**src/sfr_pkg.sv**
```systemverilog
// Constants, field masks and types for the bank-0 special register map.
package sfr_pkg;

  // File addresses of the registers (byte address on the bus is four times).
  localparam logic [7:0] ADR_INDIRECT  = 8'h00;
  localparam logic [7:0] ADR_TIMER0    = 8'h01;
  localparam logic [7:0] ADR_PCL       = 8'h02;
  localparam logic [7:0] ADR_STATUS    = 8'h03;
  localparam logic [7:0] ADR_POINTER   = 8'h04;
  localparam logic [7:0] ADR_PORT_A    = 8'h05;
  localparam logic [7:0] ADR_PORT_B    = 8'h06;
  localparam logic [7:0] ADR_PORT_C    = 8'h07;
  localparam logic [7:0] ADR_PC_BUF    = 8'h0a;
  localparam logic [7:0] ADR_INT_CTRL  = 8'h0b;
  localparam logic [7:0] ADR_PIR       = 8'h0c;
  localparam logic [7:0] ADR_T1_LOW    = 8'h0e;
  localparam logic [7:0] ADR_T1_HIGH   = 8'h0f;
  localparam logic [7:0] ADR_T1_CTRL   = 8'h10;
  localparam logic [7:0] ADR_T2_COUNT  = 8'h11;
  localparam logic [7:0] ADR_T2_CTRL   = 8'h12;
  localparam logic [7:0] ADR_SER_BUF   = 8'h13;
  localparam logic [7:0] ADR_SER_CTRL  = 8'h14;
  localparam logic [7:0] ADR_CC_LOW    = 8'h15;
  localparam logic [7:0] ADR_CC_HIGH   = 8'h16;
  localparam logic [7:0] ADR_CC_CTRL   = 8'h17;
  localparam logic [7:0] ADR_CONV_RES  = 8'h1e;
  localparam logic [7:0] ADR_CONV_CTRL = 8'h1f;
  localparam logic [7:0] ADR_SER_STAT  = 8'h94;
  localparam logic [7:0] ADR_RAM_FIRST = 8'h20;
  localparam int         RAM_DEPTH     = 96;

  // Implemented bit masks.
  localparam logic [7:0] MASK_PORT_A   = 8'h3f;
  localparam logic [7:0] MASK_PIR      = 8'h4f;
  localparam logic [7:0] MASK_T1_CTRL  = 8'h3f;
  localparam logic [7:0] MASK_T2_CTRL  = 8'h7f;
  localparam logic [7:0] MASK_CC_CTRL  = 8'h3f;
  localparam logic [7:0] MASK_CONV     = 8'hfd;
  localparam logic [7:0] MASK_PC_BUF   = 8'h1f;
  localparam logic [7:0] MASK_SER_STAT = 8'h3f;
  localparam logic [7:0] MASK_STS_WR   = 8'he7;

  // Status field positions and reset values.
  localparam int         STS_TIMEOUT   = 4;
  localparam int         STS_PWRDOWN   = 3;
  localparam logic [7:0] STATUS_POR    = 8'h18;
  localparam logic [7:0] STATUS_KEEP   = 8'h1f;
  localparam logic [7:0] INT_CTRL_KEEP = 8'h01;
  localparam logic [7:0] PERIPH_RESET  = 8'h00;
  localparam logic [7:0] CORE_RESET    = 8'h00;
  localparam int         SYNC_WIDTH    = 25;

  typedef enum logic {
    ST_IDLE = 1'b0,
    ST_READ = 1'b1
  } sfr_state_t;

  // Bits that exist in a bank-0 peripheral slot; zero for core and holes.
  function automatic logic [7:0] impl_mask(input logic [7:0] a);
    case (a)
      ADR_TIMER0, ADR_PORT_B, ADR_PORT_C, ADR_T1_LOW, ADR_T1_HIGH,
      ADR_T2_COUNT, ADR_SER_BUF, ADR_SER_CTRL, ADR_CC_LOW,
      ADR_CC_HIGH, ADR_CONV_RES: impl_mask = 8'hff;
      ADR_PORT_A:    impl_mask = MASK_PORT_A;
      ADR_PIR:       impl_mask = MASK_PIR;
      ADR_T1_CTRL:   impl_mask = MASK_T1_CTRL;
      ADR_T2_CTRL:   impl_mask = MASK_T2_CTRL;
      ADR_CC_CTRL:   impl_mask = MASK_CC_CTRL;
      ADR_CONV_CTRL: impl_mask = MASK_CONV;
      default:       impl_mask = 8'h00;
    endcase
  endfunction

  // Bits that hold their contents through a pin or watchdog reset.
  function automatic logic [7:0] keep_mask(input logic [7:0] a);
    case (a)
      ADR_TIMER0, ADR_PORT_B, ADR_PORT_C, ADR_T1_LOW, ADR_T1_HIGH,
      ADR_SER_BUF, ADR_CC_LOW, ADR_CC_HIGH,
      ADR_CONV_RES: keep_mask = 8'hff;
      ADR_PORT_A:   keep_mask = 8'h10;
      ADR_T1_CTRL:  keep_mask = MASK_T1_CTRL;
      default:      keep_mask = 8'h00;
    endcase
  endfunction

endpackage

```
**src/sfr_ram_if.sv**
```systemverilog
// Carrier between the register map and its general purpose data memory.
`timescale 1ns/1ps
`default_nettype none
interface sfr_ram_if;
  logic       we;
  logic [6:0] addr;
  logic [7:0] wdata;
  logic [7:0] rdata;
  modport bank (output we, output addr, output wdata, input rdata);
  modport ram  (input we, input addr, input wdata, output rdata);
endinterface
`default_nettype wire

```
**src/sfr_gpr_ram.sv**
```systemverilog
// General purpose data memory behind the bank-0 register map.
`timescale 1ns/1ps
`default_nettype none
module sfr_gpr_ram (
  input wire logic mclk,          // core clock
  sfr_ram_if.ram   port           // access from the register map
);

  logic [7:0] mem [0:sfr_pkg::RAM_DEPTH-1];
  logic [6:0] idx;

  // The map only addresses this memory above its first location.
  assign idx = port.addr - sfr_pkg::ADR_RAM_FIRST[6:0];
  assign port.rdata = mem[idx];

  // Static RAM: contents survive every reset and start unknown.
  always_ff @(posedge mclk) begin
    if (port.we) begin
      mem[idx] <= port.wdata;
    end
  end

endmodule
`default_nettype wire

```
**src/sfr_bank0.sv**
```systemverilog
// Bank-0 special function register map with an AHB-Lite register port.
//
// Register access over AHB-Lite is this design's own decision.
`timescale 1ns/1ps
`default_nettype none

module sfr_bank0 (
  input  wire logic        mclk,                 // core clock, 40 MHz
  input  wire logic        resetn,               // async power-on reset
  input  wire logic        hsel,                 // AHB slave select
  input  wire logic [31:0] haddr,                // AHB address
  input  wire logic [1:0]  htrans,               // AHB transfer type
  input  wire logic        hwrite,               // AHB write flag
  input  wire logic [2:0]  hsize,                // AHB size, word only
  input  wire logic [31:0] hwdata,               // AHB write data
  input  wire logic        hready,               // AHB bus ready
  output var  logic        hreadyout,            // AHB slave ready
  output var  logic        hresp,                // AHB response
  output var  logic [31:0] hrdata,               // AHB read data
  input  wire logic        external_reset_pin_n, // reset pin, low active
  input  wire logic        brown_out_reset_n,    // brown-out, low active
  input  wire logic        watchdog_timeout,     // watchdog expiry level
  input  wire logic        pc_step,              // core advances the PC
  input  wire logic        pc_load,              // core branches
  input  wire logic [10:0] pc_load_target,       // branch target low bits
  input  wire logic [5:0]  port_a_pins,          // port A pin levels
  input  wire logic [7:0]  port_b_pins,          // port B pin levels
  input  wire logic [7:0]  port_c_pins,          // port C pin levels
  output var  logic [12:0] program_counter,      // full program counter
  output var  logic [7:0]  status,               // status register
  output var  logic [7:0]  interrupt_control,    // interrupt control
  output var  logic [5:0]  port_a_latch,         // port A data latch
  output var  logic [7:0]  port_b_latch,         // port B data latch
  output var  logic [7:0]  port_c_latch          // port C data latch
);

  ////////////////////////////////////////////////////////////////////////////
  // Declarations.

  sfr_ram_if ram ();

  logic [sfr_pkg::SYNC_WIDTH-1:0] sync1_r;
  logic [sfr_pkg::SYNC_WIDTH-1:0] sync2_r;
  logic                    ext_n_s;
  logic                    bor_n_s;
  logic                    wdt_s;
  logic [5:0]              pa_s;
  logic [7:0]              pb_s;
  logic [7:0]              pc_s;
  logic                    por_class;
  logic                    oth_class;

  sfr_pkg::sfr_state_t     state_r;
  logic                    hreadyout_r;
  logic                    hresp_r;
  logic [31:0]             hrdata_r;
  logic                    ahb_go;
  logic                    ahb_mapped;
  logic                    wr_pend_r;
  logic [7:0]              wr_addr_r;
  logic [7:0]              rd_addr_r;
  logic                    rd_map_r;
  logic [7:0]              wr_ea;
  logic [7:0]              rd_ea;
  logic [7:0]              wdat;
  logic [7:0]              rd_data;

  logic [7:0]              periph_r [0:31];
  logic [12:0]             pc_r;
  logic [7:0]              status_r;
  logic [7:0]              pointer_r;
  logic [4:0]              pc_buf_r;
  logic [7:0]              int_ctrl_r;
  logic [5:0]              ser_stat_r;

  logic                    wr_pcl;
  logic                    wr_status;
  logic                    wr_pointer;
  logic                    wr_pc_buf;
  logic                    wr_int_ctrl;
  logic                    wr_ser_stat;
  logic                    wr_periph;

  ////////////////////////////////////////////////////////////////////////////
  // Helpers.

  // Core registers are matched on the low seven bits so both banks hit.
  function automatic logic core_hit(input logic [7:0] ea,
                                    input logic [7:0] off);
    core_hit = (ea[6:0] == off[6:0]);
  endfunction

  function automatic logic [7:0] resolve(input logic [7:0] a,
                                         input logic [7:0] ptr);
    resolve = core_hit(a, sfr_pkg::ADR_INDIRECT) ? ptr : a;
  endfunction

  function automatic logic ram_hit(input logic [7:0] ea);
    ram_hit = !ea[7] && (ea >= sfr_pkg::ADR_RAM_FIRST);
  endfunction

  ////////////////////////////////////////////////////////////////////////////
  // Pin synchronisers and reset classes.

  always_ff @(posedge mclk or negedge resetn) begin
    if (!resetn) begin
      sync1_r <= {2'b11, 23'h000000};
      sync2_r <= {2'b11, 23'h000000};
    end else begin
      sync1_r <= {external_reset_pin_n, brown_out_reset_n, watchdog_timeout,
                  port_a_pins, port_b_pins, port_c_pins};
      sync2_r <= sync1_r;
    end
  end

  assign {ext_n_s, bor_n_s, wdt_s, pa_s, pb_s, pc_s} = sync2_r;

  assign por_class = !bor_n_s;
  assign oth_class = !ext_n_s || wdt_s;

  ////////////////////////////////////////////////////////////////////////////
  // AHB-Lite slave. Writes take no wait state; reads take one, so a read
  // right behind a write always sees the stored result.

  assign ahb_go     = hsel && htrans[1] && hready;
  assign ahb_mapped = (haddr[31:10] == 22'h000000);

  always_ff @(posedge mclk or negedge resetn) begin
    if (!resetn) begin
      wr_pend_r <= 1'b0;
      wr_addr_r <= 8'h00;
    end else begin
      wr_pend_r <= ahb_go && hwrite && ahb_mapped;
      if (ahb_go) begin
        wr_addr_r <= haddr[9:2];
      end
    end
  end

  always_ff @(posedge mclk or negedge resetn) begin
    if (!resetn) begin
      state_r     <= sfr_pkg::ST_IDLE;
      hreadyout_r <= 1'b1;
      hresp_r     <= 1'b0;
      hrdata_r    <= 32'h00000000;
      rd_addr_r   <= 8'h00;
      rd_map_r    <= 1'b0;
    end else begin
      hresp_r <= 1'b0;
      unique case (state_r)
        sfr_pkg::ST_IDLE: begin
          if (ahb_go && !hwrite) begin
            state_r     <= sfr_pkg::ST_READ;
            hreadyout_r <= 1'b0;
            rd_addr_r   <= haddr[9:2];
            rd_map_r    <= ahb_mapped;
          end
        end
        sfr_pkg::ST_READ: begin
          state_r     <= sfr_pkg::ST_IDLE;
          hreadyout_r <= 1'b1;
          hrdata_r    <= {24'h000000, rd_data};
        end
      endcase
    end
  end

  ////////////////////////////////////////////////////////////////////////////
  // Write decode.

  assign wr_ea = resolve(wr_addr_r, pointer_r);
  assign rd_ea = resolve(rd_addr_r, pointer_r);
  assign wdat  = hwdata[7:0];

  assign wr_pcl      = wr_pend_r && core_hit(wr_ea, sfr_pkg::ADR_PCL);
  assign wr_status   = wr_pend_r && core_hit(wr_ea, sfr_pkg::ADR_STATUS);
  assign wr_pointer  = wr_pend_r && core_hit(wr_ea, sfr_pkg::ADR_POINTER);
  assign wr_pc_buf   = wr_pend_r && core_hit(wr_ea, sfr_pkg::ADR_PC_BUF);
  assign wr_int_ctrl = wr_pend_r && core_hit(wr_ea, sfr_pkg::ADR_INT_CTRL);
  assign wr_ser_stat = wr_pend_r && (wr_ea == sfr_pkg::ADR_SER_STAT);
  // holes and core slots drop writes
  assign wr_periph   = wr_pend_r && (wr_ea[7:5] == 3'b000) &&
                       (sfr_pkg::impl_mask(wr_ea) != 8'h00);

  assign ram.we    = wr_pend_r && ram_hit(wr_ea);
  assign ram.addr  = wr_pend_r ? wr_ea[6:0] : rd_ea[6:0];
  assign ram.wdata = wdat;

  sfr_gpr_ram u_ram (
    .mclk (mclk),
    .port (ram)
  );

  ////////////////////////////////////////////////////////////////////////////
  // Peripheral register slots of bank 0.

  always_ff @(posedge mclk or negedge resetn) begin
    if (!resetn) begin
      for (int i = 0; i < 32; i++) begin
        periph_r[i] <= sfr_pkg::PERIPH_RESET;
      end
    end else if (por_class) begin
      for (int i = 0; i < 32; i++) begin
        periph_r[i] <= sfr_pkg::PERIPH_RESET;
      end
    end else if (oth_class) begin
      for (int i = 0; i < 32; i++) begin
        periph_r[i] <= periph_r[i] & sfr_pkg::keep_mask(8'(i));
      end
    end else if (wr_periph) begin
      periph_r[wr_ea[4:0]] <= wdat & sfr_pkg::impl_mask(wr_ea);
    end
  end

  ////////////////////////////////////////////////////////////////////////////
  // Program counter and its upper buffer.

  always_ff @(posedge mclk or negedge resetn) begin
    if (!resetn) begin
      pc_buf_r <= 5'h00;
    end else if (por_class || oth_class) begin
      pc_buf_r <= 5'h00;
    end else if (wr_pc_buf) begin
      pc_buf_r <= wdat[4:0] & sfr_pkg::MASK_PC_BUF[4:0];
    end
  end

  always_ff @(posedge mclk or negedge resetn) begin
    if (!resetn) begin
      pc_r <= 13'h0000;
    end else if (por_class || oth_class) begin
      pc_r <= 13'h0000;
    end else if (wr_pcl) begin
      pc_r <= {pc_buf_r, wdat};
    end else if (pc_load) begin
      pc_r <= {pc_buf_r[4:3], pc_load_target};
    end else if (pc_step) begin
      pc_r <= pc_r + 13'h0001;
    end
  end

  ////////////////////////////////////////////////////////////////////////////
  // Status, pointer, interrupt control and serial port status.

  always_ff @(posedge mclk or negedge resetn) begin
    if (!resetn) begin
      status_r <= sfr_pkg::STATUS_POR;
    end else if (por_class) begin
      status_r <= sfr_pkg::STATUS_POR;
    end else if (oth_class) begin
      status_r <= status_r & sfr_pkg::STATUS_KEEP;
      if (wdt_s) begin
        status_r[sfr_pkg::STS_TIMEOUT] <= 1'b0;
      end
    end else if (wr_status) begin
      // Timeout and power-down flags are owned by hardware only. The
      // reserved bank-select bits are stored as written; software keeps
      // them clear.
      status_r <= (status_r & ~sfr_pkg::MASK_STS_WR) |
                  (wdat & sfr_pkg::MASK_STS_WR);
    end
  end

  always_ff @(posedge mclk or negedge resetn) begin
    if (!resetn) begin
      pointer_r <= sfr_pkg::CORE_RESET;
    end else if (por_class) begin
      pointer_r <= sfr_pkg::CORE_RESET;
    end else if (wr_pointer && !oth_class) begin
      pointer_r <= wdat;
    end
  end

  always_ff @(posedge mclk or negedge resetn) begin
    if (!resetn) begin
      int_ctrl_r <= sfr_pkg::CORE_RESET;
    end else if (por_class) begin
      int_ctrl_r <= sfr_pkg::CORE_RESET;
    end else if (oth_class) begin
      int_ctrl_r <= int_ctrl_r & sfr_pkg::INT_CTRL_KEEP;
    end else if (wr_int_ctrl) begin
      int_ctrl_r <= wdat;
    end
  end

  always_ff @(posedge mclk or negedge resetn) begin
    if (!resetn) begin
      ser_stat_r <= 6'h00;
    end else if (por_class || oth_class) begin
      ser_stat_r <= 6'h00;
    end else if (wr_ser_stat) begin
      ser_stat_r <= wdat[5:0] & sfr_pkg::MASK_SER_STAT[5:0];
    end
  end

  ////////////////////////////////////////////////////////////////////////////
  // Read multiplexer.

  always_comb begin
    rd_data = 8'h00;
    if (rd_map_r) begin
      case (rd_ea[6:0])
        sfr_pkg::ADR_PCL[6:0]:      rd_data = pc_r[7:0];
        sfr_pkg::ADR_STATUS[6:0]:   rd_data = status_r;
        sfr_pkg::ADR_POINTER[6:0]:  rd_data = pointer_r;
        sfr_pkg::ADR_PC_BUF[6:0]:   rd_data = {3'b000, pc_buf_r};
        sfr_pkg::ADR_INT_CTRL[6:0]: rd_data = int_ctrl_r;
        default: begin
          if (rd_ea == sfr_pkg::ADR_SER_STAT) begin
            rd_data = {2'b00, ser_stat_r};
          end else if (rd_ea[7:5] == 3'b000) begin
            // Ports return pin levels; the latch is write-only.
            case (rd_ea)
              sfr_pkg::ADR_PORT_A: rd_data = {2'b00, pa_s};
              sfr_pkg::ADR_PORT_B: rd_data = pb_s;
              sfr_pkg::ADR_PORT_C: rd_data = pc_s;
              default: rd_data = periph_r[rd_ea[4:0]] &
                                 sfr_pkg::impl_mask(rd_ea);
            endcase
          end else if (ram_hit(rd_ea)) begin
            rd_data = ram.rdata;
          end
        end
      endcase
    end
  end

  ////////////////////////////////////////////////////////////////////////////
  // Outputs.

  assign hreadyout         = hreadyout_r;
  assign hresp             = hresp_r;
  assign hrdata            = hrdata_r;
  assign program_counter   = pc_r;
  assign status            = status_r;
  assign interrupt_control = int_ctrl_r;
  assign port_a_latch      = periph_r[5][5:0];
  assign port_b_latch      = periph_r[6];
  assign port_c_latch      = periph_r[7];

endmodule
`default_nettype wire

```
**config.mk**
```make
export PLATFORM = sky130hd
export DESIGN_NAME = sfr_bank0
export DESIGN_NICKNAME = d
export VERILOG_FILES = /design/src/sfr_pkg.sv /design/src/sfr_ram_if.sv /design/src/sfr_gpr_ram.sv /design/src/sfr_bank0.sv
export SDC_FILE = /design/constraint.sdc
export NUM_CORES = 2
export LEC_CHECK = 0
export BUFFER_PORTS_ARGS = -buffer_cell sky130_fd_sc_hd__buf_2
export CORE_UTILIZATION = 50
export DETAILED_ROUTE_END_ITERATION = 8
export GPL_TIMING_DRIVEN = 1
export PLACE_DENSITY = 0.71
export SKIP_LAST_GASP = 1
export SYNTH_ARGS = -nofsm -noshare
export SYNTH_HDL_FRONTEND = slang
export SYNTH_SLANG_ARGS = --single-unit
```
**constraint.sdc**
```tcl
create_clock -name mclk -period 5.16 [get_ports mclk]
set_input_delay 0.774 -clock mclk [delete_from_list [all_inputs] [get_ports mclk]]
set_output_delay 0.774 -clock mclk [all_outputs]
set_load 0.03 [all_outputs]
```
After elaboration in Yosys (flattened, before gate mapping)

Memory sizes are Yosys's and may differ from the RTL's.
Cells that the tools add are included.

Flip-flop bits (word level): 382
Bits in writable memories: 768
Memory bits (read-only): 768
Input bits: 112
Memories kept: 4

Memories:

| name            | depth | bits a word | read ports | clocked after memory_dff | wr ports | line             | RTL |
|---|---|---|---|---|---|---|---|
| u_ram.mem       | 96    | 8           | 1          | 0                        | 1        | sfr_gpr_ram.sv:9 | `logic [7:0] mem [0:sfr_pkg::RAM_DEPTH-1];` |
| (no name shown) | 32    | 8           | 1          | 0                        | 0        | sfr_pkg.sv:60    | `case (a)` |
| (no name shown) | 32    | 8           | 1          | 0                        | 0        | sfr_pkg.sv:60    |  |
| (no name shown) | 32    | 8           | 1          | 0                        | 0        | sfr_pkg.sv:60    |  |

Add/subtract/negate cells: 2
Magnitude comparators: 5
Eq/ne operators: 24
Multiplexer cells: 59
Bitwise gates (word level): 38
Reductions and logical operators: 41

Operators with widths:

| operator                                                                             | number |
|---|---|
| 256-bit two-way mux                                                                  | 3 |
| 8-bit two-way mux                                                                    | 35 |
| 8-bit AND                                                                            | 34 |
| 256-bit bitwise mux                                                                  | 1 |
| 13-bit two-way mux                                                                   | 4 |
| 8-bit binary-select mux with 5-bit select                                            | 1 |
| 8-bit demux with 5-bit select                                                        | 1 |
| 8-bit case mux with 5 select lines                                                   | 1 |
| 7-bit by 2-bit == test with 1-bit output (second input constant)                     | 4 |
| 7-bit by 4-bit == test with 1-bit output (second input constant)                     | 4 |
| 8-bit by 3-bit == test with 1-bit output (second input constant)                     | 3 |
| 8-bit case mux with 3 select lines                                                   | 1 |
| 22-bit logical NOT                                                                   | 1 |
| 1-bit logical AND                                                                    | 18 |
| 8-bit == test (second input constant)                                                | 2 |
| 8-bit by 6-bit greater-or-equal comparator with 1-bit output (second input constant) | 2 |
| 7-bit by 3-bit == test with 1-bit output (second input constant)                     | 2 |
| 7-bit logical NOT                                                                    | 2 |
| 13-bit by 1-bit adder with 13-bit output (second input constant)                     | 1 |
| 6-bit greater-or-equal comparator (second input constant)                            | 2 |
| 6-bit two-way mux                                                                    | 2 |
| 5-bit inverter with 6-bit output                                                     | 2 |
| 5-bit two-way mux                                                                    | 2 |
| 3-bit by 1-bit inequality test with 1-bit output (second input constant)             | 3 |
| other kinds (19)                                                                     | 38 |

Depth between registers and ports, before layout

Depth after elaboration: 15
Mapped depth: 15
Depth with buffers taken out: 11

Cells and area by module

From an unflattened synthesis, not the netlist that was laid out.

Cells, all modules: 3319
Area total of the unflattened synthesis: 46881.2 sq um

Modules (own cells, without submodules):

| module      | instances | cells an instance | area each (sq um) | seq. area each (sq um) |
|---|---|---|---|---|
| sfr_gpr_ram | 1         | 1652              | 30466.7           | 23062.1 |
| sfr_bank0   | 1         | 1667              | 16414.5           | 8516.9 |

Worst setup path before layout

Ideal clock, no wire load.

Path kind: reg2reg
From: reg wr_addr_r[4]
To: mem u_ram.mem[59][0] (enable)
Setup time: 0.370 ns
Arrival: 3.192 ns
Required time: 4.790 ns
Path slack: 1.598 ns
Cell stages (with the launch flop): 13
Buffers on the path: 5
Period minus slack after synthesis: 3.562 ns
Cell sequence: dfrtp_1 buf_6 or4_4 o41a_1 o22a_2 or3_1 buf_2 clkbuf_1 clkbuf_1 inv_1 nand2_1 clkbuf_1 nor2_1

Word-level cells in the longest chain between the ends: 7
Elaborated cells on any way between the ends: 10
Those cells by class: add/sub: 1; order compare: 1; mux: 4; reduce/logical: 4

RTL lines:

| what                                                                                                     | line              | RTL |
|---|---|---|
| from (decl)                                                                                              | sfr_bank0.sv:60   | `logic [7:0] wr_addr_r;` |
| from (signal assigned)                                                                                   | sfr_bank0.sv:135  | `wr_addr_r <= haddr[9:2];` |
| 7-bit logical NOT                                                                                        | sfr_bank0.sv:90   | `core_hit = (ea[6:0] == off[6:0]);` |
| 8-bit two-way mux *                                                                                      | sfr_bank0.sv:95   | `resolve = core_hit(a, sfr_pkg::ADR_INDIRECT) ? ptr : a;` |
| 8-bit by 6-bit greater-or-equal comparator with 1-bit output / 1-bit logical NOT (equally long branches) | sfr_bank0.sv:99   | `ram_hit = !ea[7] && (ea >= sfr_pkg::ADR_RAM_FIRST);` |
| 1-bit logical AND                                                                                        | sfr_bank0.sv:99   |  |
| 1-bit logical AND                                                                                        | sfr_bank0.sv:185  | `assign ram.we = wr_pend_r && ram_hit(wr_ea);` |
| 1-bit two-way mux                                                                                        | sfr_gpr_ram.sv:18 | `if (port.we) begin` |
| 1-bit two-way mux (not written as such)                                                                  | sfr_gpr_ram.sv:19 | `mem[idx] <= port.wdata;` |
| to (decl)                                                                                                | sfr_gpr_ram.sv:9  |  |

Every way passes the cells marked *; elsewhere a longest branch is shown, timed or not.

Worst setup path after layout

From: reg wr_addr_r[4]
To: mem u_ram.mem[78][2] (enable)

Same word-level chain as after synthesis.

==> results.md <==
* Setup TNS at 0 ns
* Crit Path Category: reg2reg
* Most frequent cells in the layout: 768 x edfxtp_1, 514 x nand2_1, 307 x dfrtp_1
* DP Cell Count at 4803
* Post-CTS setup repair buffer count at 0
* PD cells at 398 nW/um^2
* All-Layer GR Usage at 29.8%
* Part of the Yosys area used for sequential elements at between 60 and 70%
* FMAX at 0.222 GHz
* Initial antenna violation count at 3
* Clock Tree Buf Depth at 3
* Nets at 3852
* Tot Pwr at 20.5 mW
* Synth Register Bits at 1082
* Synthesized area at 45500 sq um
* Final Worst Setup Slack at 0.650 ns
* Total die area at 92300 sq um
* Num rows at 110
* Via Count at between 30k and 40k
* Top_reg_cell synth: edfxtp_1
* Final period utilization at 87.4%
* Chip Height at 304 um
* GRT overflow at 0
* Hold WC Path Type: in2async
* CP endpoint kind: flop
* CTS tree: built
* Final Hold Fails at 0
* Number of enable flip-flop cells after synthesis at 768
* Worst endpoint required time at about 5.5 ns
* Maximum number of pins on one net before global-route repair at between 100 and 150
* Multi-input logic area at roughly 13000 sq um
* Maximum Capacitance Violations at 0
* Finished Layout Cells at 5003
* Initial Util at about half
* Leak at 18.8 nW
* Place WS at 0.919 ns
* Cell variety after synth at 94
* Drt drc at 0
* Gpl congestion at 0.978
* Global-route wire length before repair at roughly 200 mm
* CTS Buf Count at 107
* Most common cell after layout, fill and taps aside: edfxtp_1
* Drt wl/cell at approximately 28 um
* Reg clk slew, reported paths at 0.06 ns
* Critical Path Start: wr_addr_r[4]$_DFFE_PN0P_
* Slew HR at 27.6%
* Share of layout cells above drive strength 1 at about 16%
* Max IR drop VDD at 0.000380 V
* Die W at about 300 um
* Ports at 197
* Synth warnings at 0
* Post-synth ARST share at 29.0%
* Final wirelength at 139 mm
* Drt initial violations at between 4k and 5k
* Hpwl dp at 89.2 mm
* Worst-path maximum fanout at 12
* Register Area at 30900 sq um
* Vias in the first global route at 30.5k
* Worst skew pair latency at 0.71 ns
* Syn Inst Count at 3585
* Tightest Pin Transition at 1.08 ns
* H-tree levels at 3
* Antenna Nets Post-Route at 0
* Worst reg2reg path startpoint: wr_addr_r[4]$_DFFE_PN0P_
* Num Clock Sinks at between 1k and 1.5k
* Area growth from synthesis to layout at 13.0%
* CTS Hold Bufs at 0
* Slew Viols, Final at 0
* CTS resizes at 0
* Data arrival time of the critical path at 4.81 ns
* Setup crit start kind: flop
* Minimum clock period at 4.51 ns
* First-pass DRT Iterations at 6
* Core Box Area at 90100 sq um
* Vias per inst at between 6 and 7
* RSZ-0062 raised after global routing: false
* Status: complete, no violations
* Setup-failing EPs final at 0
* Root Buffer: clkbuf_16
* Port Buffers at 141
* Clk_skew at between 0.02 and 0.03 ns
* Post-Syn Area per Cell at ~13 sq um
* R2r worst-path depth at 6
* # fillers at 7079
[cell families (layout without fill, tap and decap cells)]
group                    after synthesis  in the layout  share of synthesized area [%]
AO/OA/AOI/OAI                        715            715                           11.1
XOR/XNOR                              11             11                          0.212
adder cells (fa/ha/maj)                4              4                          0.110
buffers and inverters                315            528                           3.22
flip-flops                          1082           1082                           67.9
multiplexers                         217            217                           5.05
other                                  1             30                        0.00824
AND/OR/NAND/NOR                     1240           1240                           12.3
[path summary, 6_finish.rpt]
path,end,slack [ns]
setup / recovery,u_ram.mem[78][2]$_DFFE_PP_,0.65
hold / removal,port_b_latch[1]$_DFFE_PN0P_,0.17
setup reg to reg,u_ram.mem[78][2]$_DFFE_PP_,0.65
hold reg to reg,sync2_r[17]$_DFF_PN0_,0.35
max in group asynchronous,status[4]$_DFFE_PN1P_,3.87
min in group mclk,sync1_r[11]$_DFF_PN0_,0.17
[cell type report]
class / instances / share of cell area [%]
antenna: 5 / 0.0243
clock buffer: 147 / 5.89
clock inverter: 48 / 0.778
inverter: 24 / 0.175
multi-input combinational: 2212 / 26.0
sequential: 1082 / 60.1
tap: 1176 / 2.86
timing repair buffer: 309 / 4.20
[Yosys cell counts, drive strengths merged, types with 24 or more instances]
library cell | n | share of area [%]
mux2i | 161 | 3.5
a21oi | 102 | 1.1
nor2 | 308 | 2.6
inv | 24 | 0.20
o22ai | 88 | 1.2
nor2b | 36 | 0.49
a31oi | 30 | 0.44
clkbuf | 154 | 1.3
nor3 | 65 | 0.78
mux2 | 51 | 1.3
dfrtp | 307 | 17
nand3 | 109 | 1.2
and3 | 75 | 1.0
buf | 137 | 1.8
o21ai | 125 | 1.4
edfxtp | 768 | 51
o221ai | 67 | 1.3
a211oi | 43 | 0.71
o31ai | 29 | 0.48
nand2 | 518 | 4.3
[sequential cells by signal, summed over array words and instances, names as in the netlist, 13 cells and up]
signal,flops
u_ram.mem,768
periph_r,166
sync1_r,25
sync2_r,25
program_counter,13
[per-stage QoR]
step           area (sq um)  utilization (%)  hold WS [ns]
6_report              51500             57.1         0.167
5_1_grt               51400             57.1         0.145
4_1_cts               51400             57.1         0.146
3_5_place_dp          48000             53.3         0.335
3_3_place_gp          48000             53.3         0.333
2_1_floorplan         45600                -         0.331
[report_power, final]
group          switching (mW)  internal, mW  total [mW]  leakage, nW
Combinational            2.41         0.961        3.37         5.99
Clock                    3.31          4.35        7.65         1.67
Sequential             0.0856          9.37        9.46         11.1
Total                    5.80          14.7        20.5         18.8
[metal layers]
metal | part of all wire, % | routed length (um) | GRT usage [%]
met1 | 39 | 54700 | 42.1
met2 | 45 | 62400 | 45.1
met3 | 12 | 16400 | 6.51
met4 | 4.0 | 5630 | 11.6
met5 | 0.0072 | 10 | 0
[worst max-delay path, cell delays in order (launching register included)]
cell	delay, ns
dfrtp_1	0.49
nor3_2	0.47
nand3_1	0.32
a211oi_1	0.31
o21a_1	0.49
nand3_1	0.91
nor2_1	1.09
Note: power is estimated with default switching activity, not from simulation.
